==> src/hdl/sdram_pkg.sv <==
// package: command codes, timings and state encodings of the bank tracker
// Overview of operation
// - read with auto precharge idles after tRP
// - write with auto precharge idles after tWR plus tRP
// - auto refresh holds device busy for tRC
// - load mode register holds device busy tMRD
// - precharge all busy tRP, then banks idle
// - burst terminate hits latest burst, any bank
// - precharge to idle bank is a no-op
// - decode commands from cs, ras, cas, we
// - cross-bank commands judged by target bank only
// - interrupted auto-precharge burst starts own precharge
// - precharge elsewhere leaves running burst intact
// - interrupting read takes bus CAS latency later
// - write cuts plain read at registration
// - write interrupting auto-precharge read starts its precharge
// - read ends write burst at registration
// - write ends write burst at registration
// - interrupted auto-precharge read precharges at interrupt
// - interrupted auto-precharge write waits tWR first
// - address bit 10 selects auto precharge
package sdram_pkg;
  localparam int CLK_PERIOD_NS = 25;
  localparam int T_RP_NS = 20;
  localparam int T_RCD_NS = 20;
  localparam int T_WR_NS = 15;
  localparam int T_RC_NS = 70;
  localparam int T_MRD_CLK = 2;
  localparam int NUM_BANKS = 4;
  localparam int CAS_LAT = 3;
  localparam int BURST_LEN = 4;
  localparam int CNT_W = 4;

  localparam logic [3:0] RP_CYC = 4'((T_RP_NS + CLK_PERIOD_NS - 1) / CLK_PERIOD_NS);
  localparam logic [3:0] RCD_CYC = 4'((T_RCD_NS + CLK_PERIOD_NS - 1) / CLK_PERIOD_NS);
  localparam logic [3:0] WR_CYC = 4'((T_WR_NS + CLK_PERIOD_NS - 1) / CLK_PERIOD_NS);
  localparam logic [3:0] RC_CYC = 4'((T_RC_NS + CLK_PERIOD_NS - 1) / CLK_PERIOD_NS);
  localparam logic [3:0] MRD_CYC = 4'(T_MRD_CLK);
  localparam logic [3:0] RP_LOAD = RP_CYC - 4'h1;
  localparam logic [3:0] RCD_LOAD = RCD_CYC - 4'h1;
  localparam logic [3:0] WR_LOAD = WR_CYC - 4'h1;
  localparam logic [3:0] RC_LOAD = RC_CYC - 4'h1;
  localparam logic [3:0] MRD_LOAD = MRD_CYC - 4'h1;
  localparam logic [1:0] BL_LOAD = 2'(BURST_LEN - 1);

  // {cs_b, ras_b, cas_b, we_b}
  localparam logic [3:0] CMD_LMR = 4'h0;
  localparam logic [3:0] CMD_REF = 4'h1;
  localparam logic [3:0] CMD_PRE = 4'h2;
  localparam logic [3:0] CMD_ACT = 4'h3;
  localparam logic [3:0] CMD_WR = 4'h4;
  localparam logic [3:0] CMD_RD = 4'h5;
  localparam logic [3:0] CMD_BST = 4'h6;
  localparam logic [3:0] CMD_NOP = 4'h7;

  localparam logic [1:0] AP_BURST = 2'h0;
  localparam logic [1:0] AP_RECOVER = 2'h1;
  localparam logic [1:0] AP_PRECHARGE = 2'h2;

  typedef enum logic [7:0] {
    B_IDLE = 8'h01,
    B_ACTIVATING = 8'h02,
    B_ACTIVE = 8'h04,
    B_READ = 8'h08,
    B_WRITE = 8'h10,
    B_READ_AP = 8'h20,
    B_WRITE_AP = 8'h40,
    B_PRECHARGING = 8'h80
  } bank_state_e;

  typedef enum logic [3:0] {
    G_NORMAL = 4'h1,
    G_REFRESH = 4'h2,
    G_MODE = 4'h4,
    G_PREALL = 4'h8
  } dev_state_e;
endpackage

==> src/hdl/bank_fsm.sv <==
// one bank: state register with its own tRCD, tWR and tRP timer
module bank_fsm (
  // clock, reset, enable
  input wire logic clk_sys,
  input wire logic rst_b,
  input wire logic clk_en,
  // accepted command strobes for this bank
  input wire logic do_act,
  input wire logic do_rd,
  input wire logic do_wr,
  input wire logic do_pre,
  input wire logic auto_pre,
  input wire logic burst_end,
  // bank state
  output sdram_pkg::bank_state_e state
);
  localparam int RCD_D = int'(sdram_pkg::RCD_CYC) + 1;
  localparam int RP_D = int'(sdram_pkg::RP_CYC) + 1;
  localparam int WRP_D = int'(sdram_pkg::WR_CYC) + int'(sdram_pkg::RP_CYC) + 1;

  logic [sdram_pkg::CNT_W-1:0] cnt;
  logic [1:0] phase;

  always_ff @(posedge clk_sys or negedge rst_b) begin
    if (!rst_b) begin
      state <= sdram_pkg::B_IDLE;
      cnt <= 4'h0;
      phase <= sdram_pkg::AP_BURST;
    end else if (clk_en) begin
      unique case (state)
        // a precharge here is simply ignored
        sdram_pkg::B_IDLE: begin
          if (do_act) begin
            state <= sdram_pkg::B_ACTIVATING;
            cnt <= sdram_pkg::RCD_LOAD;
          end
        end
        sdram_pkg::B_ACTIVATING: begin
          if (cnt == 4'h0) begin
            state <= sdram_pkg::B_ACTIVE;
          end else begin
            cnt <= cnt - 4'h1;
          end
        end
        sdram_pkg::B_ACTIVE, sdram_pkg::B_READ, sdram_pkg::B_WRITE: begin
          if (do_pre) begin
            state <= sdram_pkg::B_PRECHARGING;
            cnt <= sdram_pkg::RP_LOAD;
          end else if (do_rd) begin
            state <= auto_pre ? sdram_pkg::B_READ_AP : sdram_pkg::B_READ;
            phase <= sdram_pkg::AP_BURST;
          end else if (do_wr) begin
            state <= auto_pre ? sdram_pkg::B_WRITE_AP : sdram_pkg::B_WRITE;
            phase <= sdram_pkg::AP_BURST;
          end else if (burst_end) begin
            state <= sdram_pkg::B_ACTIVE;
          end
        end
        sdram_pkg::B_READ_AP, sdram_pkg::B_WRITE_AP: begin
          if (phase == sdram_pkg::AP_BURST) begin
            // burst over or cut by another bank: read precharge starts now, write waits tWR first
            if (burst_end) begin
              if (state == sdram_pkg::B_WRITE_AP) begin
                phase <= sdram_pkg::AP_RECOVER;
                cnt <= sdram_pkg::WR_LOAD;
              end else begin
                phase <= sdram_pkg::AP_PRECHARGE;
                cnt <= sdram_pkg::RP_LOAD;
              end
            end
          end else if (cnt != 4'h0) begin
            cnt <= cnt - 4'h1;
          end else if (phase == sdram_pkg::AP_RECOVER) begin
            phase <= sdram_pkg::AP_PRECHARGE;
            cnt <= sdram_pkg::RP_LOAD;
          end else begin
            state <= sdram_pkg::B_IDLE;
            phase <= sdram_pkg::AP_BURST;
          end
        end
        sdram_pkg::B_PRECHARGING: begin
          if (cnt == 4'h0) begin
            state <= sdram_pkg::B_IDLE;
          end else begin
            cnt <= cnt - 4'h1;
          end
        end
        default: begin
          state <= sdram_pkg::B_IDLE;
        end
      endcase
    end
  end
endmodule // bank_fsm

==> src/hdl/sdram_bank_tracker.sv <==
// bank command legality, per-bank sequencing and data bus ownership
module sdram_bank_tracker (
  // clock, reset, enable
  input wire logic clk_sys,
  input wire logic rst_b,
  input wire logic clk_en,
  // command bus
  input wire logic cs_b,
  input wire logic ras_b,
  input wire logic cas_b,
  input wire logic we_b,
  input wire logic [1:0] ba,
  input wire logic a10,
  // state
  output sdram_pkg::bank_state_e [3:0] bank_state,
  output sdram_pkg::dev_state_e dev_state,
  output logic cmd_illegal,
  // data bus ownership
  output logic rd_drive,
  output logic [1:0] rd_bank,
  output logic wr_capture,
  output logic [1:0] wr_bank
);
  localparam int CL = sdram_pkg::CAS_LAT;
  localparam int RC_D = int'(sdram_pkg::RC_CYC) + 1;
  localparam int MRD_D = int'(sdram_pkg::MRD_CYC) + 1;
  localparam int RP_D = int'(sdram_pkg::RP_CYC) + 1;

  logic [3:0] cmd;
  logic busy;
  sdram_pkg::bank_state_e tgt;
  logic tgt_open;
  logic [3:0] idle_v;
  logic [3:0] prechg_v;
  logic [3:0] end_v;
  logic ok_act;
  logic ok_rd;
  logic ok_wr;
  logic ok_pre1;
  logic ok_prea;
  logic ok_ref;
  logic ok_lmr;
  logic ok_bst;
  logic illegal_now;
  logic burst_on;
  logic burst_is_rd;
  logic [1:0] burst_bank;
  logic [1:0] burst_cnt;
  logic cut;
  logic cont;
  logic rd_issue;
  logic wr_issue;
  logic [1:0] issue_bank;
  logic [CL-1:0] rd_pipe_v;
  logic [CL-1:0][1:0] rd_pipe_b;
  logic [sdram_pkg::CNT_W-1:0] g_cnt;

  assign cmd = {cs_b, ras_b, cas_b, we_b};

  // bank commands look only at the addressed bank's own state; refresh, mode load and precharge all need every bank
  always_comb begin
    busy = dev_state != sdram_pkg::G_NORMAL;
    tgt = bank_state[ba];
    tgt_open = tgt inside {sdram_pkg::B_ACTIVE, sdram_pkg::B_READ, sdram_pkg::B_WRITE};
    ok_act = !busy && (cmd == sdram_pkg::CMD_ACT) && (tgt == sdram_pkg::B_IDLE);
    ok_rd = !busy && (cmd == sdram_pkg::CMD_RD) && tgt_open;
    ok_wr = !busy && (cmd == sdram_pkg::CMD_WR) && tgt_open;
    ok_pre1 = !busy && (cmd == sdram_pkg::CMD_PRE) && !a10 && (tgt_open || (tgt == sdram_pkg::B_IDLE));
    ok_prea = !busy && (cmd == sdram_pkg::CMD_PRE) && a10 && (&prechg_v);
    ok_ref = !busy && (cmd == sdram_pkg::CMD_REF) && (&idle_v);
    ok_lmr = !busy && (cmd == sdram_pkg::CMD_LMR) && (&idle_v);
    // the bank address is ignored: the latest burst is the one hit
    ok_bst = !busy && (cmd == sdram_pkg::CMD_BST) && burst_on &&
      (bank_state[burst_bank] inside {sdram_pkg::B_READ, sdram_pkg::B_WRITE});
    // anything else but nop or inhibit is refused, busy device included
    illegal_now = !cs_b && (cmd != sdram_pkg::CMD_NOP) &&
      !(ok_act || ok_rd || ok_wr || ok_pre1 || ok_prea || ok_ref || ok_lmr || ok_bst);
  end

  // a precharge to another bank is not a cut
  always_comb begin
    cut = ok_rd || ok_wr || ok_bst || ok_prea || (ok_pre1 && (ba == burst_bank));
    cont = burst_on && (burst_cnt != 2'h0) && !cut;
    rd_issue = ok_rd || (cont && burst_is_rd);
    wr_issue = ok_wr || (cont && !burst_is_rd);
    issue_bank = (ok_rd || ok_wr) ? ba : burst_bank;
  end

  generate
    for (genvar i = 0; i < sdram_pkg::NUM_BANKS; i++) begin : g_bank
      localparam logic [1:0] IDX = 2'(i);
      assign idle_v[i] = bank_state[i] == sdram_pkg::B_IDLE;
      assign prechg_v[i] = bank_state[i] inside {sdram_pkg::B_IDLE, sdram_pkg::B_ACTIVE,
        sdram_pkg::B_READ, sdram_pkg::B_WRITE};
      // the running burst ends naturally, by terminate or by another bank's burst
      assign end_v[i] = burst_on && (burst_bank == IDX) &&
        (ok_bst || ((ok_rd || ok_wr) && (ba != IDX)) || (burst_cnt == 2'h0));
      bank_fsm u_bank (
        .clk_sys(clk_sys),
        .rst_b(rst_b),
        .clk_en(clk_en),
        .do_act(ok_act && (ba == IDX)),
        .do_rd(ok_rd && (ba == IDX)),
        .do_wr(ok_wr && (ba == IDX)),
        .do_pre((ok_pre1 && (ba == IDX)) || ok_prea),
        .auto_pre(a10),
        .burst_end(end_v[i]),
        .state(bank_state[i])
      );
    end
  endgenerate

  // burst tracker: only the most recent read or write is ever live
  always_ff @(posedge clk_sys or negedge rst_b) begin
    if (!rst_b) begin
      burst_on <= 1'b0;
      burst_is_rd <= 1'b0;
      burst_bank <= 2'h0;
      burst_cnt <= 2'h0;
    end else if (clk_en) begin
      if (ok_rd || ok_wr) begin
        burst_on <= 1'b1;
        burst_is_rd <= ok_rd;
        burst_bank <= ba;
        burst_cnt <= sdram_pkg::BL_LOAD;
      end else if (cut || (burst_cnt == 2'h0)) begin
        burst_on <= 1'b0;
      end else begin
        burst_cnt <= burst_cnt - 2'h1;
      end
    end
  end

  // read data path; a write flushes words in flight, the controller masks them
  always_ff @(posedge clk_sys or negedge rst_b) begin
    if (!rst_b) begin
      rd_pipe_v <= '0;
      rd_pipe_b <= '0;
    end else if (clk_en) begin
      if (ok_wr) begin
        rd_pipe_v <= '0;
      end else begin
        rd_pipe_v <= {rd_pipe_v[CL-2:0], rd_issue};
      end
      rd_pipe_b <= {rd_pipe_b[CL-2:0], issue_bank};
    end
  end

  assign rd_drive = rd_pipe_v[CL-1];
  assign rd_bank = rd_pipe_b[CL-1];

  // write capture stops at the edge that registers the next read or write
  always_ff @(posedge clk_sys or negedge rst_b) begin
    if (!rst_b) begin
      wr_capture <= 1'b0;
      wr_bank <= 2'h0;
    end else if (clk_en) begin
      wr_capture <= wr_issue;
      wr_bank <= issue_bank;
    end
  end

  // shared device timer for refresh, mode access and precharge all
  always_ff @(posedge clk_sys or negedge rst_b) begin
    if (!rst_b) begin
      dev_state <= sdram_pkg::G_NORMAL;
      g_cnt <= 4'h0;
    end else if (clk_en) begin
      unique case (dev_state)
        sdram_pkg::G_NORMAL: begin
          if (ok_ref) begin
            dev_state <= sdram_pkg::G_REFRESH;
            g_cnt <= sdram_pkg::RC_LOAD;
          end else if (ok_lmr) begin
            dev_state <= sdram_pkg::G_MODE;
            g_cnt <= sdram_pkg::MRD_LOAD;
          end else if (ok_prea) begin
            dev_state <= sdram_pkg::G_PREALL;
            g_cnt <= sdram_pkg::RP_LOAD;
          end
        end
        sdram_pkg::G_REFRESH, sdram_pkg::G_MODE, sdram_pkg::G_PREALL: begin
          if (g_cnt == 4'h0) begin
            dev_state <= sdram_pkg::G_NORMAL;
          end else begin
            g_cnt <= g_cnt - 4'h1;
          end
        end
        default: begin
          dev_state <= sdram_pkg::G_NORMAL;
        end
      endcase
    end
  end

  always_ff @(posedge clk_sys or negedge rst_b) begin
    if (!rst_b) begin
      cmd_illegal <= 1'b0;
    end else if (clk_en) begin
      cmd_illegal <= illegal_now;
    end
  end
endmodule // sdram_bank_tracker

==> config.mk <==
export PLATFORM = sky130hd
export DESIGN_NAME = sdram_bank_tracker
export DESIGN_NICKNAME = d
export VERILOG_FILES = /design/src/hdl/sdram_pkg.sv /design/src/hdl/bank_fsm.sv /design/src/hdl/sdram_bank_tracker.sv
export SDC_FILE = /design/constraint.sdc
export NUM_CORES = 1
export LEC_CHECK = 0
export BUFFER_PORTS_ARGS = -buffer_cell sky130_fd_sc_hd__buf_4
export CORE_MARGIN = 2
export CORE_UTILIZATION = 50
export CTS_CLUSTER_SIZE = 40
export DETAILED_ROUTE_END_ITERATION = 10
export PLACE_DENSITY = 0.72
export SYNTH_ARGS = -nofsm -noshare
export SYNTH_HDL_FRONTEND = slang
export SYNTH_SLANG_ARGS = --single-unit
export TNS_END_PERCENT = 100
==> constraint.sdc <==
create_clock -name clk_sys -period 3.25 [get_ports clk_sys]
set_input_delay 0.65 -clock clk_sys [delete_from_list [all_inputs] [get_ports clk_sys]]
set_output_delay 0.65 -clock clk_sys [all_outputs]
set_load 0.005 [all_outputs]
==> impl_metrics.tcl, run 1 <==
set metrics [dict create \
    drt-total-wl_um 19200 \
    power.leakage_uw 0.00341 \
    worstReg2RegStart "dev_state[0]" \
    vias 5986 \
    max-vdd-ir-drop_uv 486 \
    final_cycle_share_pct 102 \
    fmaxAchievable_mhz 303 \
    postSynth.asyncResetShare_pct 100 \
    cts_hold_buffers 0 \
    data_arrival_time_of_the_critical_path_ns 3.54 \
    rrSetupSlack_ns -0.05 \
    synth_seq_area_share_pct 34.8 \
    cts-root-buf "sky130_fd_sc_hd__clkbuf_16" \
    r2r_cells 7 \
    status "finished, violations left" \
    synth_flop_cell "sky130_fd_sc_hd__dfrtp_1" \
    timing.critical_path.cells "or4b_4 -> or3_4 -> or4_4 -> or4_4 -> o2111a_2 -> or3_4 -> mux2_4" \
    io_pins 53 \
    io_buffers 52 \
    grt.overflow.total 0 \
    synthesis.yosys.warnings 0 \
    path_max_fanout 5 \
    row_count 39 \
    finish.utilization_pct 66.8 \
    tritoncts "done" \
    vertical_die_dimension_um 111 \
    antenna-diode-count 0 \
    ctsLongestPathBuffers 2 \
    starting_density_pct 50.6 \
    post_drt_wl_per_cell_um 20.3 \
    placement.setup.worst_slack_ns -0.344 \
    final_layout_size_suffix_gt1_share_pct 35.1 \
    edff_count_synth 0 \
    synth_top_cell_by_area "sky130_fd_sc_hd__dfrtp_1" \
    die-width_um 111 \
    failed_checks "setup timing" \
    min_path_type "input pin to asynchronous set/reset pin" \
    antenna_violations_before_repair 0 \
    fp.coreArea_sq_um 11300 \
    clkLatencyLatePin_ns 0.36 \
    ys_seq_elements 79 \
    max_slew_margin_pct 29.8 \
    end_kind "register" \
    report.final.hold_viol_count 0 \
    syn-cell-area_sq_um 5700 \
    synthTopCellsByArea "sky130_fd_sc_hd__dfrtp_1 (32%), sky130_fd_sc_hd__mux2_2 (4.5%), sky130_fd_sc_hd__o21ai_0 (3.8%)" \
    post-place-cells 926 \
    layout_setup_ws_ns -0.0520 \
    synth_cell_type_count 71 \
    synth.top_cells.by_count "sky130_fd_sc_hd__dfrtp_1 (74), sky130_fd_sc_hd__nor2_1 (56), sky130_fd_sc_hd__o21ai_0 (43)" \
    yosys.area.top_type_share_pct 32.5 \
    clock_sink_count 79 \
    post_synthesis_net_count 661 \
    drc 0 \
    design.die.area_sq_um 12300 \
    synth.avg_cell_area_sq_um 8.87 \
    grtUsageTotal_pct 31.1 \
    power-per-cell-area_nw_per_um2 755 \
    timing.critical_path.slowest_cell_delay_ns 0.53 \
    crit-reg2reg-capture "g_bank[2].u_bank.cnt[0]" \
    final_area_sq_um 7530 \
    count_leader_synth "sky130_fd_sc_hd__dfrtp_1" \
    number_of_max_capacitance_violations_reported 0 \
    post_layout_nonfiller_instances 946 \
    place.gp.congestion 1.00 \
    placed_cell_area_sq_um 7120 \
    path_class "register to register" \
    worst_path_max_delay_cell "sky130_fd_sc_hd__dfstp_2" \
    worst-endpoint-required_ns 3.49 \
    drt_first_iter_violations 652 \
    fin_nets 816 \
    final.fill_count 934 \
    first_global_vias 5880 \
    grt_pass1_wl_um 30600 \
    period_minus_slack_ns 3.30 \
    grt_setup_unrepaired "true" \
    finalSetupViolations 5 \
    multi_input_comb_area_sq_um 3560 \
    detailedRoute.firstPassIterationCount 6 \
    timing.clock.skew_ns 0.00641 \
    numCtsBuffers 9 \
    detail_route.vias_per_cell 6.33 \
    largest_net_degree_at_the_start_of_global_routing 80 \
    hpwl_after_detailed_placement_um 14200 \
    final_max_slew_viol_count 0 \
    ff_latch_area_sq_um 1980 \
    syn_to_final_growth_pct 32.1 \
    worst_setup_hold_path_clk_slew_ns 0.06 \
    ctsHtreeMaxLevel 3 \
    timing_worst_slew_pin_value_ns 1.05 \
    worst_setup_path_start_kind "register" \
    synth_cells 643 \
    drtAntennaViolNets 0 \
]
==> cells by family after synthesis <==
logic type	Yosys count	share of synthesized area [%]
AND/OR/NAND/NOR	269	27.1
AO/OA/AOI/OAI	158	19.1
flip-flops	79	34.8
buffers and inverters	72	5.22
multiplexers	37	8.93
XOR/XNOR	20	3.07
adder cells (fa/ha/maj)	8	1.76
==> timing repair <==
| item | CTS | global route |
|---|---|---|
| resized for setup | 6 | 14 |
| setup buffers | 3 | 2 |
| pin swaps | 5 | 9 |
| endpoints found under the setup margin | 31 | 34 |
==> cell usage in the layout, fill, tap and decap left out, types with 18 or more instances in the layout <==
cell type	instances
sky130_fd_sc_hd__nor3_1	19
sky130_fd_sc_hd__nor4_1	18
sky130_fd_sc_hd__mux2_2	20
sky130_fd_sc_hd__inv_1	30
sky130_fd_sc_hd__dfrtp_1	74
sky130_fd_sc_hd__o21ai_0	41
sky130_fd_sc_hd__nor2_1	56
sky130_fd_sc_hd__nand2_1	35
sky130_fd_sc_hd__a21oi_1	21
sky130_fd_sc_hd__buf_4	184
==> worst max path at each step <==
stage | startpoint | slack (ns) | end | cells past startpoint
finish | dev_state[0] | -0.05 | g_bank[2].u_bank.cnt[0] | 7
global route | dev_state[0] | -0.10 | g_bank[3].u_bank.phase[0] | 7
CTS | dev_state[0] | -0.02 | g_bank[1].u_bank.state[6] | 9
detailed placement | ba[0] | -0.34 | g_bank[3].u_bank.phase[0] | 8
global placement | ba[0] | -0.33 | g_bank[2].u_bank.cnt[0] | 8
floorplan | ba[0] | -0.22 | g_bank[2].u_bank.cnt[0] | 9
==> routing by layer <==
metal  track usage (%)  wire, um  vias up
met1              42.1      8210     2934
met2              50.8      9220      255
li1                  -         -     2758
met3              6.51      1380       39
met4              8.58       412        0
met5                 0         0        -
==> report_power, final <==
group	switching, uW	internal, uW	leakage (uW)
registers	245	1260	0.00105
clock network	456	527	0.000133
logic	1660	1540	0.00223
==> stage by stage <==
step	hold WS [ns]	total power, uW	setup TNS, ns
final	0.477	5690	-0.201
after global routing	0.528	6040	-0.649
after CTS	0.506	5570	-0.126
after detailed placement	0.482	4550	-7.21
after global placement	0.477	4430	-6.63
after floorplan	0.354	3250	-1.02
==> state kept, by name, indices dropped and copies added, names as in the netlist <==
| name | cells |
|---|---|
| burst_on | 1 |
| rd_pipe_b | 2 |
| wr_capture | 1 |
| dev_state | 4 |
| g_bank.u_bank.cnt | 16 |
| cmd_illegal | 1 |
| g_cnt | 4 |
| g_bank.u_bank.phase | 8 |
| rd_bank | 2 |
| rd_pipe_v | 3 |
| burst_cnt | 2 |
| wr_bank | 2 |
| burst_is_rd | 1 |
| g_bank.u_bank.state | 32 |
==> critical path: cells and delay by family, from the launching register on <==
kind	cells	cell delay, ns
AO/OA/AOI/OAI	1	0.17
multiplexers	1	0.31
AND/OR/NAND/NOR	5	2.16
flip-flops	1	0.53
==> final cells by class <==
class	instances	share of cell area, %
well taps	143	2.37
repair buffers	186	18.9
clock buffers	9	2.99
multi-input cells	492	47.2
clock inverters	7	0.731
inverters	30	1.49
flip-flops and latches	79	26.3
(Power assumes the default switching activity.)
==> run 2, diff against run 1 <==
- PLACE_DENSITY: 0.72 -> 0.69
- clock period: 3.25 -> 3.27 ns (I/O delays scaled with it)
==> run 2 against run 1 <==
Net effect:
- the run still ends with setup timing left
- sequential power about the same
- critical endpoint unchanged
- clock skew up 0.0025 ns
- die area unchanged
- utilization down 0.23 points
- worst setup slack better by 0.0099 ns
- via count down 1.6%
- largest cell class unchanged
- largest power group unchanged
- final cell count down 0.74%
==> impl_metrics.tcl, run 2 (synthesized netlist as in run 1, its figures left out) <==
set metrics [dict create \
    status "finished, violations left" \
    failed_checks "setup timing" \
    layout.cells.most_common_list "sky130_fd_sc_hd__buf_4 (178), sky130_fd_sc_hd__dfrtp_1 (74), sky130_fd_sc_hd__nor2_1 (56)" \
    placed_cell_area_sq_um 7090 \
    syn_to_final_growth_pct 31.7 \
    data_arrival_time_of_the_critical_path_ns 3.55 \
    post_drt_wl_per_cell_um 19.8 \
    fp.coreArea_sq_um 11300 \
    path_max_fanout 4 \
    end_kind "register" \
    hpwl_after_detailed_placement_um 14200 \
    largest_register_ff_count 32 \
    worst_setup_path_start_kind "register" \
    timing.clock.skew_ns 0.00887 \
    reg.largest.list "g_bank.u_bank.state x32, g_bank.u_bank.cnt x16, g_bank.u_bank.phase x8" \
    worst-endpoint-required_ns 3.51 \
    tot_pwr_uw 5690 \
    antenna_violations_before_repair 0 \
    totalNegativeSetupSlack_ns -0.0872 \
    timing.critical_path.slowest_cell_delay_ns 0.53 \
    cts-root-buf "sky130_fd_sc_hd__clkbuf_16" \
    starting_density_pct 50.6 \
    max-vdd-ir-drop_uv 410 \
    worst_setup_hold_path_clk_slew_ns 0.06 \
    path_class "register to register" \
    drtAntennaViolNets 0 \
    final_layout_size_suffix_gt1_share_pct 34.7 \
    finalSetupViolations 3 \
    grtUsageTotal_pct 30.6 \
    tritoncts "done" \
    timing_worst_slew_pin_value_ns 1.05 \
    drt-total-wl_um 18600 \
    detail_route.vias_per_cell 6.27 \
    timing.critical_path.buf_inv 0 \
    grt_setup_unrepaired "true" \
    antenna-diode-count 0 \
    postCtsSetupBuffers 0 \
    max_flop_register "g_bank.u_bank.state" \
    vertical_die_dimension_um 111 \
    critical-path-top-delay-family "simple AND/OR/NAND/NOR gates" \
    clock_sink_count 79 \
    post_layout_nonfiller_instances 939 \
    final_area_sq_um 7510 \
    drt_first_iter_violations 588 \
    ctsHtreeMaxLevel 3 \
    place.gp.congestion 0.997 \
    numCtsBuffers 9 \
    detailedRoute.firstPassIterationCount 5 \
    ctsLongestPathBuffers 2 \
    cts_hold_buffers 0 \
    drc 0 \
    max_slew_margin_pct 29.7 \
    vias 5888 \
    fin_nets 809 \
    final_cycle_share_pct 101 \
    die-width_um 111 \
    grt_pass1_wl_um 29700 \
    power.leakage_uw 0.00340 \
    clkLatencyLatePin_ns 0.35 \
    first_global_vias 5673 \
    design.die.area_sq_um 12300 \
    number_of_max_capacitance_violations_reported 0 \
    largest_net_degree_at_the_start_of_global_routing 80 \
    io_pins 53 \
    grt.overflow.total 0 \
    worst_path_max_delay_cell "sky130_fd_sc_hd__dfstp_2" \
    report.final.hold_viol_count 0 \
    layout_setup_ws_ns -0.0421 \
    post-place-cells 923 \
    fmaxAchievable_mhz 302 \
    timing.critical_path.cells "or4b_4 -> or3_4 -> or4_4 -> or4_4 -> o2111a_2 -> or3_4 -> mux2_4" \
    final_common_cell "sky130_fd_sc_hd__buf_4" \
    row_count 39 \
    min_path_type "input pin to asynchronous set/reset pin" \
    final.fill_count 918 \
    final_max_slew_viol_count 0 \
    period_minus_slack_ns 3.31 \
    power-per-cell-area_nw_per_um2 758 \
    io_buffers 52 \
]
[run 2: cell count changes in the layout (fill, tap and decap cells not counted), sizes merged]
cell      before  now
buf          186  179
inv           34   31
bufinv         0    2
clkinv         1    3
clkinvlp       2    0
clkbuf         9   10
[run 2: stage by stage]
step	util, %	hold WS [ns]	setup slack [ns]
floorplan	-	0.358	-0.202
global placement	62.9	0.475	-0.337
detailed placement	62.9	0.486	-0.367
CTS	65.9	0.502	-0.0491
global route	66.6	0.522	-0.0960
finish	66.6	0.445	-0.0421
[run 2: worst paths after layout]
check,from,cells after the start,to,slack (ns)
setup reg to reg,dev_state[0],7,g_bank[2].u_bank.cnt[0],-0.04
setup / recovery,dev_state[0],7,g_bank[2].u_bank.cnt[0],-0.04
hold reg to reg,rd_pipe_v[1],1,rd_pipe_v[1],0.50
max in group asynchronous,rst_b,1,g_bank[2].u_bank.phase[0],2.09
min in group clk_sys,rd_pipe_v[1],1,rd_pipe_v[1],0.50
hold / removal,rst_b,1,g_bank[0].u_bank.cnt[0],0.44
[run 2: worst reg2reg max path, delay by kind of cell, from the launching register on]
family	cells	cell delay [ns]
AND/OR/NAND/NOR	5	2.20
flip-flops	1	0.53
multiplexers	1	0.31
AO/OA/AOI/OAI	1	0.17
[run 2: repair_timing]
| item | CTS | global route |
|---|---|---|
| gates cloned | 0 | 0 |
| endpoints found under the setup margin | 43 | 26 |
| resized for setup | 6 | 16 |
| pin swaps | 5 | 3 |
[run 2: area by class of cell]
| class | count | area (sq um) | share of cell area (%) |
|---|---|---|---|
| clock buffer | 10 | 229 | 3.05 |
| clock inverter | 6 | 83.8 | 1.12 |
| inverter | 30 | 113 | 1.50 |
| multi-input combinational | 492 | 3560 | 47.5 |
| sequential | 79 | 1980 | 26.4 |
| tap | 143 | 179 | 2.38 |
| timing repair buffer | 179 | 1360 | 18.1 |
[run 2: per-layer routing]
metal / GRT usage [%] / wire [um] / vias up
met1: 41.7 / 8180 / 2880
met2: 49.6 / 8770 / 241
met5: 0 / 0 / -
li1: - / - / 2726
met4: 11.4 / 501 / 0
met3: 4.37 / 1170 / 41
[run 2: where the power goes]
part	switching, uW	internal, uW	total [uW]
clock	423	668	1090
combinational	1600	1480	3080
sequential	263	1260	1520
total	2280	3400	5690
